### src/logic/onc_pkg.sv
// Package: register map, fields and types of the over-range and preset block
`default_nettype none
package onc_pkg;
  localparam int AddrW = 10;
  localparam logic [9:0] OffThreshZero = 10'h211;
  localparam logic [9:0] OffThreshOne = 10'h212;
  localparam logic [9:0] OffOvrCfg = 10'h213;
  localparam logic [9:0] OffSrcMode = 10'h214;
  localparam logic [9:0] OffPresetSel = 10'h215;
  localparam logic [9:0] OffBinding = 10'h216;
  localparam logic [9:0] OffDivLow = 10'h217;
  localparam logic [9:0] OffDivHigh = 10'h218;
  localparam logic [9:0] OffPowerCtl = 10'h220;
  localparam logic [9:0] OffStatus = 10'h221;
  localparam logic [7:0] RstThreshZero = 8'hF2;
  localparam logic [7:0] RstThreshOne = 8'hAB;
  localparam logic [7:0] RstOvrCfg = 8'h07;
  localparam logic [7:0] RstSrcMode = 8'h00;
  localparam logic [7:0] RstPresetSel = 8'h00;
  localparam logic [7:0] RstBinding = 8'h02;
  localparam logic [15:0] RstDiv = 16'h0000;
  localparam logic [7:0] RstPowerCtl = 8'h00;
  localparam int PinEnBit = 3;
  localparam int ExpHi = 2;
  localparam int SelBHi = 3;
  localparam int SelBLo = 2;
  localparam int SelAHi = 1;
  localparam int SelALo = 0;
  localparam int BindABit = 0;
  localparam int BindBBit = 1;
  localparam int PdABit = 0;
  localparam int PdBBit = 1;
  localparam int LinkEnBit = 2;
  localparam int CalEnBit = 3;
  localparam int BaseCyclesLog = 3;
  localparam int CntW = 11;
  localparam int SampleW = 12;
  localparam int ThreshW = 8;
  localparam int FreqW = 32;
  localparam int PhaseW = 16;
  localparam int Presets = 4;
  localparam logic [CntW-1:0] CntOne = 11'h001;
  localparam logic [CntW-1:0] CntZero = 11'h000;
  typedef enum logic [1:0] {
    ONC_SRC_REG = 2'h0,
    ONC_SRC_SPLIT = 2'h1,
    ONC_SRC_SHARED = 2'h2,
    ONC_SRC_RSVD = 2'h3
  } onc_src_type;
  typedef struct packed {
    logic [FreqW-1:0] freq;
    logic [PhaseW-1:0] phase;
  } onc_preset_type;
  typedef struct packed {
    logic [1:0] flagA;
    logic [1:0] flagB;
  } onc_flags_type;
endpackage
`default_nettype wire
### src/logic/onc_overrange_nco_ctl.sv
// Over-range detection, preset selection and channel binding control
//
// Function
// - Flag bit 1 sets when magnitude reaches second threshold, reset 0xAB.
// - Threshold means value over 256 of full scale.
// - Pin enable bit 3 low forces all four flag pins low.
// - Flags embedded in samples regardless of pin enable.
// - Pin pulses last at least 8 times 2^exponent clock cycles.
// - Changing exponent while link enabled may shift monitoring phase.
// - Four presets per channel, selected one drives the oscillator.
// - Mode 0 takes both presets from select register.
// - Mode 1 takes A from A pins, B from B pins.
// - Mode 2 uses A pins for both; mode 3 reserved.
// - Select bits 3-2 are channel B, bits 1-0 channel A.
// - Index n makes preset n words active.
// - Channel B source: 0 converter A, 1 converter B, default 1.
// - Channel A source: 0 converter A default, 1 converter B.
// - Digital channel powers down with its bound converter channel.
// - Flag bit 0 sets when magnitude reaches first threshold, reset 0xF2.
// - One rational divisor applies to every preset.
`timescale 1ns/1ps
`default_nettype none
module onc_overrange_nco_ctl
  import onc_pkg::*;
(
  // Clock and reset
  input wire logic ref_clk,
  input wire logic reset,
  // Register port
  input wire logic [onc_pkg::AddrW-1:0] regAddr,
  input wire logic [7:0] regWrData,
  input wire logic regWrite,
  input wire logic regRead,
  output logic [7:0] regRdData,
  // Samples
  input wire logic [onc_pkg::SampleW-1:0] convASample,
  input wire logic [onc_pkg::SampleW-1:0] convBSample,
  output logic [onc_pkg::SampleW+1:0] digASample,
  output logic [onc_pkg::SampleW+1:0] digBSample,
  // Preset tables
  input wire onc_pkg::onc_preset_type [onc_pkg::Presets-1:0] chanAPresets,
  input wire onc_pkg::onc_preset_type [onc_pkg::Presets-1:0] chanBPresets,
  output onc_pkg::onc_preset_type chanAActive,
  output onc_pkg::onc_preset_type chanBActive,
  output logic [15:0] rationalDivisor,
  // Pins
  input wire logic [1:0] chanAPresetPins,
  input wire logic [1:0] chanBPresetPins,
  output onc_pkg::onc_flags_type flagPins,
  // Power and link
  output logic chanAPowerDown,
  output logic chanBPowerDown,
  output logic serialLinkEnable,
  output logic calEnable
);
  import onc_pkg::*;

  ////////////////////////////////////////////////////////////////////////////
  // Registers
  logic [7:0] threshZero_q, threshOne_q, ovrCfg_q, srcMode_q;
  logic [7:0] presetSel_q, binding_q, powerCtl_q;
  logic [15:0] div_q;
  logic [1:0] pinsAMeta_q, pinsA_q, pinsBMeta_q, pinsB_q;

  function automatic logic [SampleW-2:0] magOf(
    input logic [SampleW-1:0] s
  );
    logic [SampleW-1:0] neg;
    neg = ~s + 1'b1;
    if (!s[SampleW-1]) begin
      magOf = s[SampleW-2:0];
    end else if (neg[SampleW-1]) begin
      // Most negative code saturates to full magnitude
      magOf = '1;
    end else begin
      magOf = neg[SampleW-2:0];
    end
  endfunction

  // Threshold scaled to full scale: value/256 of max magnitude
  function automatic logic hits(
    input logic [SampleW-2:0] m,
    input logic [ThreshW-1:0] t
  );
    hits = {1'b0, m} >= {1'b0, t, {(SampleW-1-ThreshW){1'b0}}};
  endfunction

  wire wrHit = regWrite;
  always_ff @(posedge ref_clk) begin
    if (reset) begin
      threshZero_q <= RstThreshZero;
      threshOne_q <= RstThreshOne;
      ovrCfg_q <= RstOvrCfg;
      srcMode_q <= RstSrcMode;
      presetSel_q <= RstPresetSel;
      binding_q <= RstBinding;
      div_q <= RstDiv;
      powerCtl_q <= RstPowerCtl;
    end else if (wrHit) begin
      // Full bytes stored, reserved bits included
      unique case (regAddr)
        OffThreshZero: threshZero_q <= regWrData;
        OffThreshOne: threshOne_q <= regWrData;
        OffOvrCfg: ovrCfg_q <= regWrData;
        OffSrcMode: srcMode_q <= regWrData;
        OffPresetSel: presetSel_q <= regWrData;
        OffBinding: binding_q <= regWrData;
        OffDivLow: div_q[7:0] <= regWrData;
        OffDivHigh: div_q[15:8] <= regWrData;
        OffPowerCtl: powerCtl_q <= regWrData;
        default: ;
      endcase
    end
  end

  ////////////////////////////////////////////////////////////////////////////
  // Pin synchronisers
  always_ff @(posedge ref_clk) begin
    if (reset) begin
      pinsAMeta_q <= 2'h0;
      pinsA_q <= 2'h0;
      pinsBMeta_q <= 2'h0;
      pinsB_q <= 2'h0;
    end else begin
      pinsAMeta_q <= chanAPresetPins;
      pinsA_q <= pinsAMeta_q;
      pinsBMeta_q <= chanBPresetPins;
      pinsB_q <= pinsBMeta_q;
    end
  end

  ////////////////////////////////////////////////////////////////////////////
  // Binding, detection and stretching
  wire bindA = binding_q[BindABit];
  wire bindB = binding_q[BindBBit];
  wire [SampleW-1:0] srcA = bindA ? convBSample : convASample;
  wire [SampleW-1:0] srcB = bindB ? convBSample : convASample;
  wire [SampleW-2:0] magA = magOf(srcA);
  wire [SampleW-2:0] magB = magOf(srcB);
  wire [1:0] hitA = {hits(magA, threshOne_q), hits(magA, threshZero_q)};
  wire [1:0] hitB = {hits(magB, threshOne_q), hits(magB, threshZero_q)};
  // Bit 1 second threshold, bit 0 first threshold
  wire [3:0] hitAll = {hitA, hitB};
  wire [2:0] expField = ovrCfg_q[ExpHi:0];
  wire [CntW-1:0] holdLen =
    CntW'(CntOne << (BaseCyclesLog + int'(expField)));
  wire pinEn = ovrCfg_q[PinEnBit];

  logic [CntW-1:0] holdCnt_q [4];
  logic [3:0] stretch_q;
  // Counters restart on every crossing; exponent change takes effect
  // on the next crossing, so the monitoring phase may shift
  for (genvar i = 0; i < 4; i++) begin : g_str
    always_ff @(posedge ref_clk) begin
      if (reset) begin
        holdCnt_q[i] <= CntZero;
        stretch_q[i] <= 1'b0;
      end else if (hitAll[i]) begin
        holdCnt_q[i] <= holdLen - CntOne;
        stretch_q[i] <= 1'b1;
      end else if (holdCnt_q[i] != CntZero) begin
        holdCnt_q[i] <= holdCnt_q[i] - CntOne;
      end else begin
        stretch_q[i] <= 1'b0;
      end
    end
  end
  wire [3:0] stretchNow = hitAll | (stretch_q & {4{1'b1}} &
    {holdCnt_q[3] != CntZero, holdCnt_q[2] != CntZero,
     holdCnt_q[1] != CntZero, holdCnt_q[0] != CntZero});

  ////////////////////////////////////////////////////////////////////////////
  // Preset selection
  wire onc_src_type mode = onc_src_type'(srcMode_q[1:0]);
  logic [1:0] idxA, idxB;
  always_comb begin
    unique case (mode)
      ONC_SRC_REG: begin
        idxA = presetSel_q[SelAHi:SelALo];
        idxB = presetSel_q[SelBHi:SelBLo];
      end
      ONC_SRC_SPLIT: begin
        idxA = pinsA_q;
        idxB = pinsB_q;
      end
      ONC_SRC_SHARED: begin
        idxA = pinsA_q;
        idxB = pinsA_q;
      end
      default: begin
        idxA = presetSel_q[SelAHi:SelALo];
        idxB = presetSel_q[SelBHi:SelBLo];
      end
    endcase
  end

  ////////////////////////////////////////////////////////////////////////////
  // Outputs
  wire pdA = powerCtl_q[bindA ? PdBBit : PdABit];
  wire pdB = powerCtl_q[bindB ? PdBBit : PdABit];
  wire linkEn = powerCtl_q[LinkEnBit];
  logic [7:0] rdMux;
  always_comb begin
    unique case (regAddr)
      OffThreshZero: rdMux = threshZero_q;
      OffThreshOne: rdMux = threshOne_q;
      OffOvrCfg: rdMux = ovrCfg_q;
      OffSrcMode: rdMux = srcMode_q;
      OffPresetSel: rdMux = presetSel_q;
      OffBinding: rdMux = binding_q;
      OffDivLow: rdMux = div_q[7:0];
      OffDivHigh: rdMux = div_q[15:8];
      OffPowerCtl: rdMux = powerCtl_q;
      OffStatus: rdMux = {4'h0, stretch_q};
      default: rdMux = 8'h00;
    endcase
  end

  always_ff @(posedge ref_clk) begin
    if (reset) begin
      regRdData <= 8'h00;
      digASample <= '0;
      digBSample <= '0;
      chanAActive <= '0;
      chanBActive <= '0;
      rationalDivisor <= RstDiv;
      flagPins <= '0;
      chanAPowerDown <= 1'b0;
      chanBPowerDown <= 1'b0;
      serialLinkEnable <= 1'b0;
      calEnable <= 1'b0;
    end else begin
      regRdData <= regRead ? rdMux : 8'h00;
      digASample <= pdA ? '0 : {hitA, srcA};
      digBSample <= pdB ? '0 : {hitB, srcB};
      chanAActive <= chanAPresets[idxA];
      chanBActive <= chanBPresets[idxB];
      rationalDivisor <= div_q;
      flagPins <= pinEn ? onc_flags_type'(stretchNow) : '0;
      chanAPowerDown <= pdA;
      chanBPowerDown <= pdB;
      serialLinkEnable <= linkEn & ~(pdA & pdB);
      calEnable <= powerCtl_q[CalEnBit];
    end
  end

  ////////////////////////////////////////////////////////////////////////////
  // Checks
  property p_pin_off;
    @(posedge ref_clk) disable iff (reset)
    !pinEn |=> flagPins == '0;
  endproperty
  a_pin_off: assert property (p_pin_off) else $error("pins not gated");

  property p_hit_one;
    @(posedge ref_clk) disable iff (reset)
    pinEn && hitA[1] |=> flagPins.flagA[1];
  endproperty
  a_hit_one: assert property (p_hit_one) else $error("t1 flag");

  property p_hit_zero;
    @(posedge ref_clk) disable iff (reset)
    pinEn && hitB[0] |=> flagPins.flagB[0];
  endproperty
  a_hit_zero: assert property (p_hit_zero) else $error("t0 flag");

  property p_stretch;
    @(posedge ref_clk) disable iff (reset)
    pinEn && hitA[0] && expField == 3'h0 ##1 pinEn [*7] |->
      flagPins.flagA[0];
  endproperty
  a_stretch: assert property (p_stretch) else $error("short pulse");

  property p_embed;
    @(posedge ref_clk) disable iff (reset)
    !pdA |=> digASample[SampleW+1:SampleW] == $past(hitA);
  endproperty
  a_embed: assert property (p_embed) else $error("embed");

  property p_mode_reg;
    @(posedge ref_clk) disable iff (reset)
    mode == ONC_SRC_REG |=>
      chanBActive == $past(chanBPresets[presetSel_q[SelBHi:SelBLo]]);
  endproperty
  a_mode_reg: assert property (p_mode_reg) else $error("reg mode");

  property p_mode_shared;
    @(posedge ref_clk) disable iff (reset)
    mode == ONC_SRC_SHARED |=>
      chanBActive == $past(chanBPresets[pinsA_q]);
  endproperty
  a_mode_shared: assert property (p_mode_shared) else $error("shared");

  property p_pd;
    @(posedge ref_clk) disable iff (reset)
    powerCtl_q[PdABit] && !bindA |=> chanAPowerDown;
  endproperty
  a_pd: assert property (p_pd) else $error("power down");

  property p_pd_b;
    @(posedge ref_clk) disable iff (reset)
    powerCtl_q[PdBBit] && bindB |=> chanBPowerDown;
  endproperty
  a_pd_b: assert property (p_pd_b) else $error("power down b");

  ////////////////////////////////////////////////////////////////////////////
  // Flag checks for the remaining pins
  property p_hit_one_b;
    @(posedge ref_clk) disable iff (reset)
    pinEn && hitB[1] |=> flagPins.flagB[1];
  endproperty
  a_hit_one_b: assert property (p_hit_one_b) else $error("t1 flag b");

  property p_hit_zero_a;
    @(posedge ref_clk) disable iff (reset)
    pinEn && hitA[0] |=> flagPins.flagA[0];
  endproperty
  a_hit_zero_a: assert property (p_hit_zero_a) else $error("t0 flag a");

  property p_embed_b;
    @(posedge ref_clk) disable iff (reset)
    !pdB |=> digBSample[SampleW+1:SampleW] == $past(hitB);
  endproperty
  a_embed_b: assert property (p_embed_b) else $error("embed b");

  property p_reload;
    @(posedge ref_clk) disable iff (reset)
    hitAll[0] |=> holdCnt_q[0] == $past(holdLen) - CntOne;
  endproperty
  a_reload: assert property (p_reload) else $error("hold reload");

  property p_release;
    @(posedge ref_clk) disable iff (reset)
    stretch_q[0] && !hitAll[0] && holdCnt_q[0] != CntZero |=> stretch_q[0];
  endproperty
  a_release: assert property (p_release) else $error("early release");

  ////////////////////////////////////////////////////////////////////////////
  // Selection, binding and bus checks
  property p_mode_reg_a;
    @(posedge ref_clk) disable iff (reset)
    mode == ONC_SRC_REG |=>
      chanAActive == $past(chanAPresets[presetSel_q[SelAHi:SelALo]]);
  endproperty
  a_mode_reg_a: assert property (p_mode_reg_a) else $error("reg a");

  property p_mode_split;
    @(posedge ref_clk) disable iff (reset)
    mode == ONC_SRC_SPLIT |=>
      chanAActive == $past(chanAPresets[pinsA_q]) &&
      chanBActive == $past(chanBPresets[pinsB_q]);
  endproperty
  a_mode_split: assert property (p_mode_split) else $error("split");

  property p_src_a;
    @(posedge ref_clk) disable iff (reset)
    !pdA && bindA |=> digASample[SampleW-1:0] == $past(convBSample);
  endproperty
  a_src_a: assert property (p_src_a) else $error("bind a");

  property p_src_b;
    @(posedge ref_clk) disable iff (reset)
    !pdB && !bindB |=> digBSample[SampleW-1:0] == $past(convASample);
  endproperty
  a_src_b: assert property (p_src_b) else $error("bind b");

  property p_div;
    @(posedge ref_clk) disable iff (reset)
    1'b1 |=> rationalDivisor == $past(div_q);
  endproperty
  a_div: assert property (p_div) else $error("divisor copy");

  // Read data only stands in the cycle after a read strobe
  property p_rd_idle;
    @(posedge ref_clk) disable iff (reset)
    !regRead |=> regRdData == 8'h00;
  endproperty
  a_rd_idle: assert property (p_rd_idle) else $error("read idle");
endmodule
`default_nettype wire

### config.mk
export PLATFORM = sky130hd
export DESIGN_NAME = onc_overrange_nco_ctl
export DESIGN_NICKNAME = d
export VERILOG_FILES = /design/src/logic/onc_pkg.sv /design/src/logic/onc_overrange_nco_ctl.sv
export SDC_FILE = /design/constraint.sdc
export NUM_CORES = 1
export LEC_CHECK = 0
export ABC_CLOCK_PERIOD_IN_PS = 5400
export BUFFER_PORTS_ARGS = -buffer_cell sky130_fd_sc_hd__buf_4
export CORE_MARGIN = 10
export CORE_UTILIZATION = 25
export DETAILED_ROUTE_END_ITERATION = 12
export GPL_ROUTABILITY_DRIVEN = 0
export SKIP_CTS_REPAIR_TIMING = 1
export SLEW_MARGIN = 20
export SYNTH_ARGS = -nofsm -noshare
export SYNTH_HDL_FRONTEND = slang
export SYNTH_SLANG_ARGS = --single-unit
export TNS_END_PERCENT = 10
### constraint.sdc
create_clock -name ref_clk -period 5.4 [get_ports ref_clk]
set_input_delay 0.54 -clock ref_clk [delete_from_list [all_inputs] [get_ports ref_clk]]
set_output_delay 0.54 -clock ref_clk [all_outputs]
set_load 0.02 [all_outputs]
==> results.cfg <==
[power_and_ir_drop]
p_leak_nw = 9.12
powerDensity_mw_per_mm2 = 296
peakVddDrop_v = 0.000243

[min_path]
hp-class = in -> reg

[yosys]
yosysWarningCount = 0
syn-cell-area_mm2 = 0.0147
synthFlopType = dfxtp_1
ys_seq_area_share_pct = 41.7
syn_avg_cell_area_um2 = 10.2
yosysUniqueCellTypes = 77
syn_inst = 1444
ys_ff_latch = 284
synth-edff-count = 44
async_reset_ff_share_pct = 0

[sta]
relSlewSlack_pct = 31.7
tightest_slew_ps = 1010
rsz0062_at_grt = no
setup-tns-final_ps = 0
finalMaxSlewViolations = 0
final.min_clock_period_ps = 5010
hold_viol = 0
setup_viol = 0
fin_crit_sh_pct = 92.8
max_freq_ghz = 0.199
finClkSkew_ps = 33.3

[detailed_routing]
vias = 14070
drtPass1Iterations = 6
viasPerCell = 5.05
drc_errors = 0
wl_mm = 68.0
postRouteAntennaNets = 0
routedWlPerCell_um = 24.4
drt_iter0_markers = 1379

[finish]
final_net_count = 2469
final_common_cell = buf_4
final_cell_mix = 606 x buf_4, 240 x dfxtp_1, 148 x nand2_1
fillers = 5853
fin_cells = 2786
syn_to_final_growth_pct = 43.2
layout-drive-gt1-share_pct = 39.8

[worst_setup_path]
crit_family = compound AO/OA/AOI/OAI gates
crit_chain = buf_4 -> nor3b_1 -> o22ai_1 -> nor3_1 -> o21ai_0 -> a22oi_1 -> ha_1 -> a21oi_1 -> nor2b_1 -> o21ai_0 -> nand2b_1 -> a211oi_4 -> nand2_1
crit_buf_inv = 1
required_ps = 5560
crit_path_frequent_cell = o21ai_0
rrSetupSlack_ps = 390
crit_arrival_ps = 5170
critical-path-max-stage-delay_ps = 870
crit_path_top_delay_cell = dfxtp_1
critPathLaunchType = flop
crit_fanout = 19
end_kind = flop
crit_type = reg -> reg

[global_route]
first_global_vias = 14098
gr-total-overflow = 0
antenna_found_initial = 7
grt_max_degree = 97
grt_pass1_wl_mm = 97.8
grtUsageTotal_pct = 18.6

[floorplanning]
start_util_pct = 25.4
core-area_mm2 = 0.0579
dieArea_mm2 = 0.0688
die_h_um = 262
ios = 590
rows = 88
die_x_um = 262

[run]
drv_cap = 0

[clocking]
cts_tree = built
clk_latency_ps = 560
cts_sinks = 284
clk_pin_slew_ps = 60
numCtsBuffers = 34
htree_levels = 2
cts-root-buf = clkbuf_16
clock_path_buffers = 3

[placement]
dp_hpwl_mm = 55.3
io_buffers = 589
dp_cells = 2721

[outcome]
status = finished, final reports clean
==> report_power, final <==
part	internal, mW	switching, mW
sequential	2.39	0.147
combinational	0.699	0.709
clock	1.33	0.943
total	4.42	1.80
==> worst reg2reg max path: cells and delay by family (launching register included) <==
| kind | cells | cell delay (ps) |
|---|---|---|
| compound gates | 6 | 1570 |
| simple gates | 5 | 1550 |
| flops | 1 | 870 |
| buf+inv | 1 | 320 |
| fa+ha+maj | 1 | 310 |
==> through the flow <==
stage               total power [mW]  worst slack [ps]  cell area [um2]  hold WS (ps)  util, %
finish                          6.22               387            21000           201     36.3
global route                    6.51              33.6            21000           218     36.3
CTS                             6.27               509            21000           165     36.2
detailed placement              3.97               564            19900           449     34.3
global placement                3.94               717            19900           441     34.3
floorplan                       3.38              1240            14700           414        -
==> cell usage after synthesis (all sizes together) (6+ instances only) <==
cell    count  area share [%]
nor2b      32             1.4
nand3      87             3.0
a22oi      14            0.72
o21a        6            0.31
inv        30            0.77
nor3       37             1.3
a211oi      6            0.46
xnor2      16            0.95
and2      101             4.3
buf        30             1.1
nor4        6            0.26
mux2i      52             3.5
or3         7            0.33
nand4       6            0.26
nand2b     12            0.51
or2         8            0.34
nand2     148             3.8
a222oi      6            0.41
mux4       99              15
nor3b       8            0.41
o21ai      39             1.4
nor2       84             2.2
clkbuf     67             1.7
mux2       12            0.92
a21oi     100             3.4
dfxtp     240              33
o22ai      11            0.47
ha         41             3.5
edfxtp     44             9.0
a22o        6            0.36
xor2       16            0.95
==> final cells by class <==
class / count / area, um2 / area share [%]
Clock inverter: 13 / 114 / 0.542
Clock buffer: 46 / 978 / 4.65
Antenna cell: 4 / 10.0 / 0.0476
Timing Repair Buffer: 610 / 4640 / 22.1
Sequential cell: 284 / 6130 / 29.1
Multi-Input combinational cell: 1034 / 8080 / 38.4
Tap cell: 765 / 957 / 4.55
Inverter: 30 / 114 / 0.542
==> path summary, 6_finish.rpt <==
| check | cells past startpoint | from | endpoint |
|---|---|---|---|
| hold reg to reg | 2 | binding_q[7] | binding_q[7] |
| setup reg to reg | 13 | binding_q[0] | holdCnt_q[2][0] |
| hold / removal | 2 | chanBPresetPins[0] | pinsBMeta_q[0] |
| setup / recovery | 13 | binding_q[0] | holdCnt_q[2][0] |
==> cell families (layout without fill, tap and decap cells) <==
| group | count (synthesis) | count (layout) | synth area share, % |
|---|---|---|---|
| simple gates | 562 | 562 | 19.4 |
| flops | 284 | 284 | 41.7 |
| compound gates | 234 | 234 | 10.2 |
| mux | 163 | 163 | 19.7 |
| buf+inv | 127 | 699 | 3.62 |
| fa+ha+maj | 41 | 41 | 3.49 |
| xor+xnor | 32 | 32 | 1.91 |
| other cells | 1 | 6 | 0.0255 |
==> per-layer routing <==
| metal | wire length [um] | track usage (%) |
|---|---|---|
| met3 | 6790 | 6.17 |
| met4 | 2020 | 6.11 |
| met1 | 26500 | 22.2 |
| met5 | 10 | 0 |
| met2 | 32700 | 31.1 |
==> flip-flops by register name, indices dropped and copies added, names as in the netlist, 8 cells and up <==
signal and cells:
binding_q 8, chanAActive 48, chanBActive 48, digASample 14
digBSample 14, div_q 16, holdCnt_q 44, ovrCfg_q 8
powerCtl_q 8, presetSel_q 8, rationalDivisor 16, regRdData 8
srcMode_q 8, threshOne_q 8, threshZero_q 8
No activity file was read; power rests on OpenSTA's default activity.
